[config.mk]
export PLATFORM = sky130hd
export DESIGN_NAME = exposure_ctrl
export DESIGN_NICKNAME = d
export VERILOG_FILES = /design/src/hw/exposure_ctrl_pkg.sv /design/src/hw/trigger_sync.sv /design/src/hw/exposure_ctrl.sv
export VERILOG_INCLUDE_DIRS = /design/src /design/src/hw
export SDC_FILE = /design/constraint.sdc
export NUM_CORES = 1
export LEC_CHECK = 0
export BUFFER_PORTS_ARGS = -buffer_cell sky130_fd_sc_hd__buf_2
export CAP_MARGIN = 10
export CORE_ASPECT_RATIO = 1.2
export CORE_MARGIN = 1
export CORE_UTILIZATION = 45
export DETAILED_ROUTE_END_ITERATION = 8
export PLACE_DENSITY_LB_ADDON = 0.15
export SLEW_MARGIN = 30
export SYNTH_ARGS = -nofsm -noshare
export SYNTH_HDL_FRONTEND = slang
export SYNTH_SLANG_ARGS = --single-unit
[constraint.sdc]
create_clock -name pclk -period 2.5 [get_ports pclk]
set_clock_uncertainty 0.1 [all_clocks]
set_input_delay 0.5 -clock pclk [delete_from_list [all_inputs] [get_ports pclk]]
set_output_delay 0.5 -clock pclk [all_outputs]
set_load 0.05 [all_outputs]
[src/hw/exposure_ctrl_regs.svh]
// Register offsets, field positions, reset values and timing counts
`ifndef EXPOSURE_CTRL_REGS_SVH
`define EXPOSURE_CTRL_REGS_SVH

// Register byte offsets
`define REG_CONTROL       12'h000
`define REG_SHUTTER       12'h004
`define REG_STATUS        12'h008
`define REG_READOUT       12'h00c

// Control register fields
`define CTL_ENABLE_BIT    0
`define CTL_POL_BIT       1
`define CTL_MODE_BIT      2
`define CTL_PORT_LSB      3
`define CTL_PORT_MSB      4
`define CTL_SINGLE_BIT    5
`define CTL_REPEAT_BIT    6

// Reset values
`define CONTROL_RESET     7'h00
`define SHUTTER_RESET     12'h001
`define SHUTTER_MIN       12'h001
`define READOUT_RESET     16'h0100

// Shutter time base: 20 us at 5 ns per cycle
`define CLK_PERIOD_NS     5
`define TIME_BASE_NS      20000
`define TIME_BASE_CYCLES  (`TIME_BASE_NS / `CLK_PERIOD_NS)
`define TIME_BASE_LAST    12'hf9f

`endif

[src/hw/exposure_ctrl_pkg.sv]
// Types shared by the exposure control design
`default_nettype none
package exposure_ctrl_pkg;
    typedef enum logic [1:0]
    {
        st_idle    = 2'b00,
        st_expose  = 2'b01,
        st_readout = 2'b10
    } state_type;

    typedef struct packed
    {
        logic       repeat_capture_arm;
        logic       single_capture_arm;
        logic [1:0] trigger_port_select;
        logic       exposure_mode_select;
        logic       trigger_edge_polarity;
        logic       trigger_acceptance_enable;
    } control_type;

    typedef struct packed
    {
        logic       trigger_ready_out;
        logic       exposing;
        logic       reading_out;
        logic       frame_done;
    } status_type;
endpackage : exposure_ctrl_pkg
`default_nettype wire

[src/hw/trigger_sync.sv]
// Input synchroniser, port selection and edge detection for the trigger
`default_nettype none
module trigger_sync
(
    // Clock and reset
    input  wire logic       pclk,
    input  wire logic       presetn,
    // Trigger pins and selection
    input  wire logic [3:0] external_trigger_input,
    input  wire logic [1:0] trigger_port_select,
    input  wire logic       trigger_edge_polarity,
    // Conditioned outputs
    output logic            active_level,
    output logic            active_edge,
    output logic            release_edge
);
    logic [3:0] meta;
    logic [3:0] sync;
    logic       prev;
    logic       next_prev;
    logic       sel;

    // Two stages per pin; only the second stage is read
    always_ff @(posedge pclk or negedge presetn)
    begin
        if (!presetn)
        begin
            meta <= 4'h0;
            sync <= 4'h0;
            prev <= 1'b0;
        end
        else
        begin
            meta <= external_trigger_input;
            sync <= meta;
            prev <= next_prev;
        end
    end

    // Port mux after the synchroniser; switching to a port at another level shows as an edge
    always_comb
    begin
        sel       = sync[trigger_port_select]; // RQ1 RQ20
        next_prev = sel;
    end

    // Polarity folds into the level; falling polarity inverts the pin
    assign active_level = trigger_edge_polarity ? sel : ~sel; // RQ4
    assign active_edge  = trigger_edge_polarity ? (sel & ~prev)
                                                : (~sel & prev); // RQ4
    assign release_edge = trigger_edge_polarity ? (~sel & prev)
                                                : (sel & ~prev);
endmodule : trigger_sync
`default_nettype wire

[src/hw/exposure_ctrl.sv]
// Exposure control from an external trigger with an APB register file
//
// What this block and its trigger source must do
// RQ1: Trigger taken from one of four inputs
// RQ2: Input 0 is the default trigger port
// RQ3: Trigger acted on only when enabled
// RQ4: Polarity picks rising or falling active edge
// RQ5: Source holds active level at least 1 us
// RQ6: One capture per accepted active edge
// RQ7: Source keeps below maximum frame rate
// RQ8: Mode 0 programmable, mode 1 level
// RQ9: Programmable exposure lasts shutter time exactly
// RQ10: Level mode exposes until opposite edge
// RQ11: Level mode exposure never below shutter time
// RQ12: Single arm accepts exactly one edge
// RQ13: Single arm self-clears after image transfer
// RQ14: Repeat arm accepts every edge while set
// RQ15: Source waits for trigger ready high
// RQ16: Readout follows the end of exposure
// RQ17: Ready high when safe, low at capture
// RQ18: Edges ignored while ready is low
// RQ19: Exposure is shutter times time base
// RQ20: Trigger synchronised; unarmed edges ignored
// RQ21: No new exposure during an exposure
`default_nettype none
`include "exposure_ctrl_regs.svh"
module exposure_ctrl
(
    // Clock and reset
    input  wire logic        pclk,
    input  wire logic        presetn,
    // APB slave
    input  wire logic        psel,
    input  wire logic        penable,
    input  wire logic        pwrite,
    input  wire logic [11:0] paddr,
    input  wire logic [31:0] pwdata,
    output logic      [31:0] prdata,
    output logic             pready,
    output logic             pslverr,
    // Trigger pins
    input  wire logic [3:0]  external_trigger_input,
    output logic             trigger_ready_out,
    // Sensor side
    output logic             exposure_active,
    output logic             readout_active,
    output logic             frame_transferred
);
    // ------------------------------------------------------------------
    // Registers and state
    // ------------------------------------------------------------------
    exposure_ctrl_pkg::control_type control;
    exposure_ctrl_pkg::control_type next_control;
    exposure_ctrl_pkg::state_type   state;
    exposure_ctrl_pkg::state_type   next_state;
    exposure_ctrl_pkg::status_type  status;
    logic [11:0] shutter;
    logic [11:0] next_shutter;
    logic [15:0] readout_len;
    logic [15:0] next_readout_len;
    logic [11:0] base_cnt;
    logic [11:0] next_base_cnt;
    logic [11:0] units;
    logic [11:0] next_units;
    logic [15:0] ro_cnt;
    logic [15:0] next_ro_cnt;
    logic        min_done;
    logic        next_min_done;
    logic        held;
    logic        next_held;
    logic        done;
    logic        next_done;
    logic [31:0] next_prdata;
    logic        level;
    logic        edge_on;
    logic        edge_off;
    logic        accept;
    logic        wr;
    logic        rd;
    logic        tick;
    logic        last_unit;

    trigger_sync u_sync
    (
        .pclk                   (pclk),
        .presetn                (presetn),
        .external_trigger_input (external_trigger_input),
        .trigger_port_select    (control.trigger_port_select),
        .trigger_edge_polarity  (control.trigger_edge_polarity),
        .active_level           (level),
        .active_edge            (edge_on),
        .release_edge           (edge_off)
    );

    // ------------------------------------------------------------------
    // APB decode
    // ------------------------------------------------------------------
    // Zero wait states: every access completes in its access phase
    assign pready  = 1'b1;
    assign wr      = psel & penable & pwrite;
    assign rd      = psel & ~penable & ~pwrite;
    assign pslverr = psel & penable & (paddr != `REG_CONTROL)
                   & (paddr != `REG_SHUTTER) & (paddr != `REG_STATUS)
                   & (paddr != `REG_READOUT);

    // Armed and ready; unarmed or busy edges are simply dropped
    assign trigger_ready_out = (state == exposure_ctrl_pkg::st_idle)
                             & control.trigger_acceptance_enable
                             & (control.single_capture_arm
                                | control.repeat_capture_arm); // RQ17
    assign accept = edge_on & trigger_ready_out; // RQ3 RQ18 RQ20 RQ21

    // Time base divider gives one pulse each shutter unit
    assign tick      = (base_cnt == `TIME_BASE_LAST);
    assign last_unit = tick & (units == shutter); // RQ19

    // ------------------------------------------------------------------
    // Register file next values
    // ------------------------------------------------------------------
    always_comb
    begin
        next_control     = control;
        next_shutter     = shutter;
        next_readout_len = readout_len;
        next_prdata      = prdata;
        if (wr && paddr == `REG_CONTROL)
        begin
            next_control = exposure_ctrl_pkg::control_type'(pwdata[6:0]);
        end
        if (wr && paddr == `REG_SHUTTER)
        begin
            // Zero is outside the legal range, so it is lifted to one
            next_shutter = (pwdata[11:0] == 12'h000) ? `SHUTTER_MIN
                                                     : pwdata[11:0]; // RQ19
        end
        if (wr && paddr == `REG_READOUT)
        begin
            next_readout_len = (pwdata[15:0] == 16'h0000) ? 16'h0001
                                                          : pwdata[15:0];
        end
        // Single arm drops once the frame has gone to the processor
        if (state == exposure_ctrl_pkg::st_readout && ro_cnt == 16'h0001
            && control.single_capture_arm)
        begin
            next_control.single_capture_arm = 1'b0; // RQ13
        end
        if (rd)
        begin
            unique case (paddr)
                `REG_CONTROL: next_prdata = {25'h0000000, control};
                `REG_SHUTTER: next_prdata = {20'h00000, shutter};
                `REG_STATUS:  next_prdata = {28'h0000000, status};
                `REG_READOUT: next_prdata = {16'h0000, readout_len};
                default:      next_prdata = 32'h00000000;
            endcase
        end
    end

    always_comb
    begin
        status = '{trigger_ready_out: trigger_ready_out,
                   exposing:    state == exposure_ctrl_pkg::st_expose,
                   reading_out: state == exposure_ctrl_pkg::st_readout,
                   frame_done:  done};
    end

    always_ff @(posedge pclk or negedge presetn)
    begin
        if (!presetn)
        begin
            control     <= exposure_ctrl_pkg::control_type'(`CONTROL_RESET); // RQ2
            shutter     <= `SHUTTER_RESET;
            readout_len <= `READOUT_RESET;
            prdata      <= 32'h00000000;
        end
        else
        begin
            control     <= next_control;
            shutter     <= next_shutter;
            readout_len <= next_readout_len;
            prdata      <= next_prdata;
        end
    end

    // ------------------------------------------------------------------
    // Exposure and readout sequencer
    // ------------------------------------------------------------------
    always_comb
    begin
        next_state    = state;
        next_base_cnt = base_cnt;
        next_units    = units;
        next_ro_cnt   = ro_cnt;
        next_min_done = min_done;
        next_held     = held;
        next_done     = done;
        unique case (state)
            exposure_ctrl_pkg::st_idle:
            begin
                next_done = 1'b0;
                if (accept)
                begin
                    // One capture per accepted edge
                    next_state    = exposure_ctrl_pkg::st_expose; // RQ6 RQ12 RQ14
                    next_base_cnt = 12'h000;
                    next_units    = 12'h001;
                    next_min_done = 1'b0;
                    next_held     = 1'b1;
                end
            end
            exposure_ctrl_pkg::st_expose:
            begin
                next_base_cnt = tick ? 12'h000 : base_cnt + 12'h001;
                if (tick && !last_unit && !min_done)
                begin
                    next_units = units + 12'h001;
                end
                if (last_unit)
                begin
                    next_min_done = 1'b1;
                end
                if (edge_off || !level)
                begin
                    next_held = 1'b0; // RQ10
                end
                // Programmable ignores the pin; level waits for release too
                if (control.exposure_mode_select == 1'b0 && last_unit)
                begin
                    next_state = exposure_ctrl_pkg::st_readout; // RQ8 RQ9
                end
                else if (control.exposure_mode_select == 1'b1
                         && (min_done || last_unit)
                         && (!held || edge_off || !level))
                begin
                    next_state = exposure_ctrl_pkg::st_readout; // RQ10 RQ11
                end
                if (next_state == exposure_ctrl_pkg::st_readout)
                begin
                    next_ro_cnt = readout_len; // RQ16
                end
            end
            exposure_ctrl_pkg::st_readout:
            begin
                next_ro_cnt = ro_cnt - 16'h0001;
                if (ro_cnt == 16'h0001)
                begin
                    next_state = exposure_ctrl_pkg::st_idle; // RQ16
                    next_done  = 1'b1;
                end
            end
            default:
            begin
                next_state = exposure_ctrl_pkg::st_idle;
            end
        endcase
    end

    always_ff @(posedge pclk or negedge presetn)
    begin
        if (!presetn)
        begin
            state    <= exposure_ctrl_pkg::st_idle;
            base_cnt <= 12'h000;
            units    <= 12'h001;
            ro_cnt   <= 16'h0000;
            min_done <= 1'b0;
            held     <= 1'b0;
            done     <= 1'b0;
        end
        else
        begin
            state    <= next_state;
            base_cnt <= next_base_cnt;
            units    <= next_units;
            ro_cnt   <= next_ro_cnt;
            min_done <= next_min_done;
            held     <= next_held;
            done     <= next_done;
        end
    end

    assign exposure_active   = (state == exposure_ctrl_pkg::st_expose);
    assign readout_active    = (state == exposure_ctrl_pkg::st_readout);
    assign frame_transferred = done;
endmodule : exposure_ctrl
`default_nettype wire

---- Word level (Yosys, flattened, before mapping) ----
Index checks and enable logic that the tools add are counted.
word-level totals
  flip-flop bits (word level) ............. 121
  bits of input ports ..................... 53
  output and inout port bits .............. 38
  word-level logic and storage cells ...... 127
operators by class
  add/sub/neg operators ................... 3
  $lt $le $gt $ge ......................... 1
  eq/ne operators ......................... 18
  multiplexer cells ....................... 32
  bitwise gates (word level) .............. 20
  reduce and logical (&&, ||, !) cells .... 34
operators with widths
  kind                   number
  $pmux 16 s4            1
  $mux 12                5
  $pmux 12 s2            2
  $mux 16                2
  $pmux 16 s2            1
  $add 12x1->12 const B  2
  $eq 12x4->1 const B    2
  $logic_not 12->1       2
  $ne 12x4->1 const B    2
  $eq 16x1->1 const B    1
  $logic_not 16->1       1
  $sub 16x1->16 const B  1
  $and 1x1->1            14
  $eq 12x12->1           1
  $eq 12x12->1 const B   1
  $eq 12x3->1 const B    1
  $ne 12x3->1 const B    1
  $reduce_bool 12->1     1
  $logic_and 1x1->1      10
  $mux 1                 10
  $mux 2                 5
  $ne 2x1->1 const B     5
  $reduce_and 3->1       3
  $reduce_and 2->1       4
  14 further kinds       30

---- Longest topological paths before layout ----
  depth in word-level cells ............... 14
  mapped depth ............................ 9
  depth with buffers taken out ............ 8

---- Hierarchy ----
From an unflattened synthesis, not the netlist that was laid out.
unflattened totals
  cell total of the unflattened synthesis .. 499
  area, all modules ....................... 5271.3 um^2
by module, submodules not included
  module         times used  cells an instance  area an instance (um^2)  sequential area each (um^2)
  exposure_ctrl  1           482                4972.3                   2406.1
  trigger_sync   1           17                 299.0                    225.2

---- Worst setup path after synthesis ----
Ideal clock, no wire load.
  path type ............................... input to register
  from .................................... in paddr[1]
  to ...................................... reg readout_len[10]
  setup time .............................. 125 ps
  arrival ................................. 2215 ps
  data required time ...................... 2275 ps
  path slack .............................. 60 ps
  stages .................................. 8
  buffers on the path ..................... 3
  cell sequence ........................... nor4_1 > and4_1 > clkbuf_1 > and3_1 > nor2b_1 > buf_4 > buf_4 > mux2_2
on the way
  longest elaborated chain between the ends .. 2
RTL lines
  element                      RTL line              text
  start: declaration           exposure_ctrl.sv:36   input wire logic [11:0] paddr,
  $eq 12x4->1                  --
  $logic_and 1x1->1 (no line)  --
  end signal: assignment       exposure_ctrl.sv:173  readout_len <= `READOUT_RESET;
  end signal: assignment       exposure_ctrl.sv:180  readout_len <= next_readout_len;
  end: declaration             exposure_ctrl.sv:59   logic [15:0] readout_len;
No other way between the ends.
A chain may end at the register's enable or synchronous reset.

---- Worst setup path after layout ----
  from .................................... reg control[3] in the netlist's numbering
  to ...................................... reg ro_cnt[13]
on the way
  longest elaborated chain between the ends .. 14
  elaborated cells between the ends (all ways) .. 17
  those cells by class .................... 2 x eq/ne; 7 x mux; 3 x bitwise; 5 x reduce/logical
RTL lines
  element                         RTL line                                text
  start: declaration              exposure_ctrl.sv:52                     exposure_ctrl_pkg::control_type control;
  start signal: assignment        exposure_ctrl.sv:171                    control <= exposure_ctrl_pkg::control_type'(`CONTROL_RESET);
  start signal: assignment        exposure_ctrl.sv:178                    control <= next_control;
  $bmux 1 s2 *                    trigger_sync.sv:43                      sel = sync[trigger_port_select];
  $mux 1 (not written as such) *  trigger_sync.sv:43
  named net u_sync.next_prev      trigger_sync.sv:20                      logic next_prev;
  $not 1->1                       trigger_sync.sv:48, trigger_sync.sv:51
  $and 1x1->1                     trigger_sync.sv:51                      assign release_edge = trigger_edge_polarity ? (~sel & prev)
  $mux 1                          trigger_sync.sv:51
  $logic_or 1x1->1                exposure_ctrl.sv:233                    && (!held || edge_off || !level))
  $logic_or 1x1->1 *              exposure_ctrl.sv:233
  $logic_and 1x1->1 *             exposure_ctrl.sv:233
  $mux 2 *                        exposure_ctrl.sv:231                    else if (control.exposure_mode_select == 1'b1
  $mux 2 *                        exposure_ctrl.sv:227                    if (control.exposure_mode_select == 1'b0 && last_unit)
  $mux 2 *                        exposure_ctrl.sv:197                    unique case (state)
  $eq 2x2->1 *                    exposure_ctrl.sv:237                    if (next_state == exposure_ctrl_pkg::st_readout)
  $ne 2x1->1 (no line) *          --
  $reduce_and 2->1 (no line) *    --
  end signal: assignment          exposure_ctrl.sv:275                    ro_cnt <= next_ro_cnt;
  end: declaration                exposure_ctrl.sv:65                     logic [15:0] ro_cnt;
The timed path passes the listed nets; every way through them passes the cells marked *. The select of a mux whose other input is x is not followed.

==> impl_metrics.env <==
export IMPL_grt_pass1_vias=3802
export IMPL_rsz0062_at_grt="yes"
export IMPL_hold_ws_ns=0.0234
export IMPL_grt_pass1_wl_um=19700
export IMPL_ys_seq_elements=105
export IMPL_place_inst=709
export IMPL_synth_distinct_cells=53
export IMPL_final_util=0.548
export IMPL_clk_pin_slew_ns=0.07
export IMPL_portBuffers=57
export IMPL_track_usage=0.213
export IMPL_p_sw_mw=0.784
export IMPL_grt_max_degree=42
export IMPL_antenna_diode_count=0
export IMPL_antenna_found_initial=0
export IMPL_die_area_sq_um=12100
export IMPL_cp_max_fo=11
export IMPL_final_common_cell="dfrtp_1"
export IMPL_period_needed_ns=2.40
export IMPL_routed_wl_um=12000
export IMPL_wl_per_cell_um=16.5
export IMPL_layout_common_cells="dfrtp_1 (102), buf_2 (56), nor2_1 (48), nand2_1 (45), mux2_2 (33)"
export IMPL_p_total_mw=3.21
export IMPL_setup_viol=0
export IMPL_pin_count=91
export IMPL_status="finished, final reports clean"
export IMPL_clock_latency_ns=0.35
export IMPL_coreArea_sq_um=11200
export IMPL_cp_arrival_ns=2.54
export IMPL_synthCells=492
export IMPL_max_cap_violations=0
export IMPL_cts_max_path_buffers=2
export IMPL_cts_tree="built"
export IMPL_cts_sinks=105
export IMPL_root_buffer="clkbuf_16"
export IMPL_worst_pin_slew_ns=0.682
export IMPL_gp_congestion=0.795
export IMPL_synth_top_area_cell="dfrtp_1"
export IMPL_r2r_slack_ns=0.1
export IMPL_pwr_share_clk=0.414
export IMPL_fin_setup_tns_ns=0
export IMPL_drc_errors=0
export IMPL_die_h_um=120
export IMPL_drive_above_1_share=0.280
export IMPL_chipWidth_um=101
export IMPL_ir_drop_mv=0.366
export IMPL_reg2reg_from="control[3]"
export IMPL_cts_buffers=9
export IMPL_synthArstFlopShare=1.00
export IMPL_r2r_cells=7
export IMPL_critPathCaptureType="flip-flop"
export IMPL_place_hpwl_um=8810
export IMPL_p_int_mw=2.42
export IMPL_netlist_area_sq_um=5240
export IMPL_crit_type="flip-flop to flip-flop"
export IMPL_cts_max_level=3
export IMPL_yosys_warnings=0
export IMPL_hold_viol=0
export IMPL_synth_area_leaders="dfrtp_1 (49%), mux2_2 (7.1%), xor2_1 (3.8%)"
export IMPL_dr_pass1_iters=5
export IMPL_num_vias=3996
export IMPL_row_count=42
export IMPL_grt_ovfl_total=0
export IMPL_yosysSeqAreaShare=0.502
export IMPL_final_antenna_net_count=0
export IMPL_p_seq_frac=0.533
export IMPL_synth_main_ff_cell="dfrtp_1"
export IMPL_power_leakage_nw=3.07
export IMPL_viasPerCell=5.48
export IMPL_drt_iter0_drc=276
export IMPL_required_ns=2.63
export IMPL_power_density_nw_per_um2=523
export IMPL_netlist_area_leader_share=0.487
export IMPL_swShare=0.244
export IMPL_min_period_over_period=0.961
export IMPL_max_freq_ghz=0.416
export IMPL_avgSynthCellArea_sq_um=10.7
export IMPL_final_cells=729
export IMPL_drv_slew=0
export IMPL_power_frac_comb=0.053
export IMPL_r2r_end="ro_cnt[13]"
export IMPL_slew_headroom=0.544
export IMPL_synth_edff_count=0
export IMPL_area_delta_synth_final_pct=17.0
export IMPL_cp_start_kind="flip-flop"
export IMPL_final_net_count=627
export IMPL_hp_class="primary input to async pin"
export IMPL_start_util=0.468
## routing by layer
metal  up-vias  track usage  part of all wire
met5         -            0                 0
met4         0       0.0634             0.012
met3        13       0.0405             0.046
met2       105        0.339              0.48
met1      1974        0.297              0.46
li1       1904            -                 -
## metrics by stage
| stage | setup slack, ns | area, sq um |
|---|---|---|
| after floorplan | 0.0600 | 5300 |
| after global placement | 0.0302 | 5790 |
| after detailed placement | -0.0117 | 5790 |
| after CTS | 0.0717 | 6060 |
| after global routing | -0.0403 | 6130 |
| final | 0.0987 | 6130 |
## worst max-delay path, cell delays in order, from the launching register on
cell and delay (ns):
dfrtp_1 0.37, mux4_2 0.55, xnor2_1 0.18, a31oi_1 0.19, a21boi_4 0.26, buf_4 0.21
o21ai_1 0.07, a221o_1 0.35
## repair_timing
item	4_1_cts	5_1_grt
endpoints found under the setup margin	10	16
hold buffers	0	0
gates cloned	0	1
gates resized for setup	1	8
pin swaps	0	3
buffers inserted	0	3
## power by group through the flow
stage	registers (mW)	clock network, mW	logic (mW)
global route	1.71	1.43	0.189
global placement	1.74	0	0.173
CTS	1.71	1.36	0.174
detailed placement	1.74	0	0.174
finish	1.71	1.33	0.171
floorplan	1.74	0	0.109
## cell families (layout without fill, tap and decap cells)
group | count (synthesis) | after routing | synth area share
compound gates | 85 | 85 | 0.112
xor+xnor | 25 | 25 | 0.0418
fa+ha+maj | 4 | 4 | 0.00955
buf+inv | 45 | 113 | 0.0482
flops | 105 | 105 | 0.502
mux | 50 | 50 | 0.115
other cells | 2 | 17 | 0.00143
simple gates | 176 | 176 | 0.170
## Yosys cell counts (all sizes together), types with 5 or more instances
cell type / count
mux4: 5
dfrtp: 102
clkbuf: 11
nor4: 9
inv: 7
nand3: 20
xor2: 23
o21ai: 29
a221o: 15
nand4: 8
nand2: 45
mux2i: 12
nor2: 49
buf: 26
a21oi: 12
and3: 9
a31oi: 9
o31ai: 5
mux2: 33
nor3: 10
## cell type report
type	instances	area, sq um
sequential	105	2630
fill	1028	5060
tap	154	193
clock inverter	6	43.8
multi-input combinational	357	2440
inverter	8	30.0
clock buffer	10	229
timing repair buffer	89	561
## flip-flops by register name, summed over array words and instances (netlist names)
name / cells
prdata: 16
u_sync.sync: 4
min_done: 1
base_cnt: 12
frame_transferred: 1
held: 1
units: 12
u_sync.meta: 4
shutter: 12
control: 7
u_sync.prev: 1
ro_cnt: 16
state: 2
readout_len: 16
## how the worst max path moves through the flow
stage,startpoint,cells past startpoint,slack (ns),endpoint
floorplan,paddr[1],8,0.06,readout_len[10]
global placement,control[3],6,0.03,ro_cnt[9]
detailed placement,control[3],6,-0.01,ro_cnt[12]
CTS,control[3],7,0.07,ro_cnt[13]
global route,base_cnt[6],7,-0.04,ro_cnt[13]
finish,control[3],7,0.1,ro_cnt[13]
Note: power is estimated with default switching activity, not from simulation.
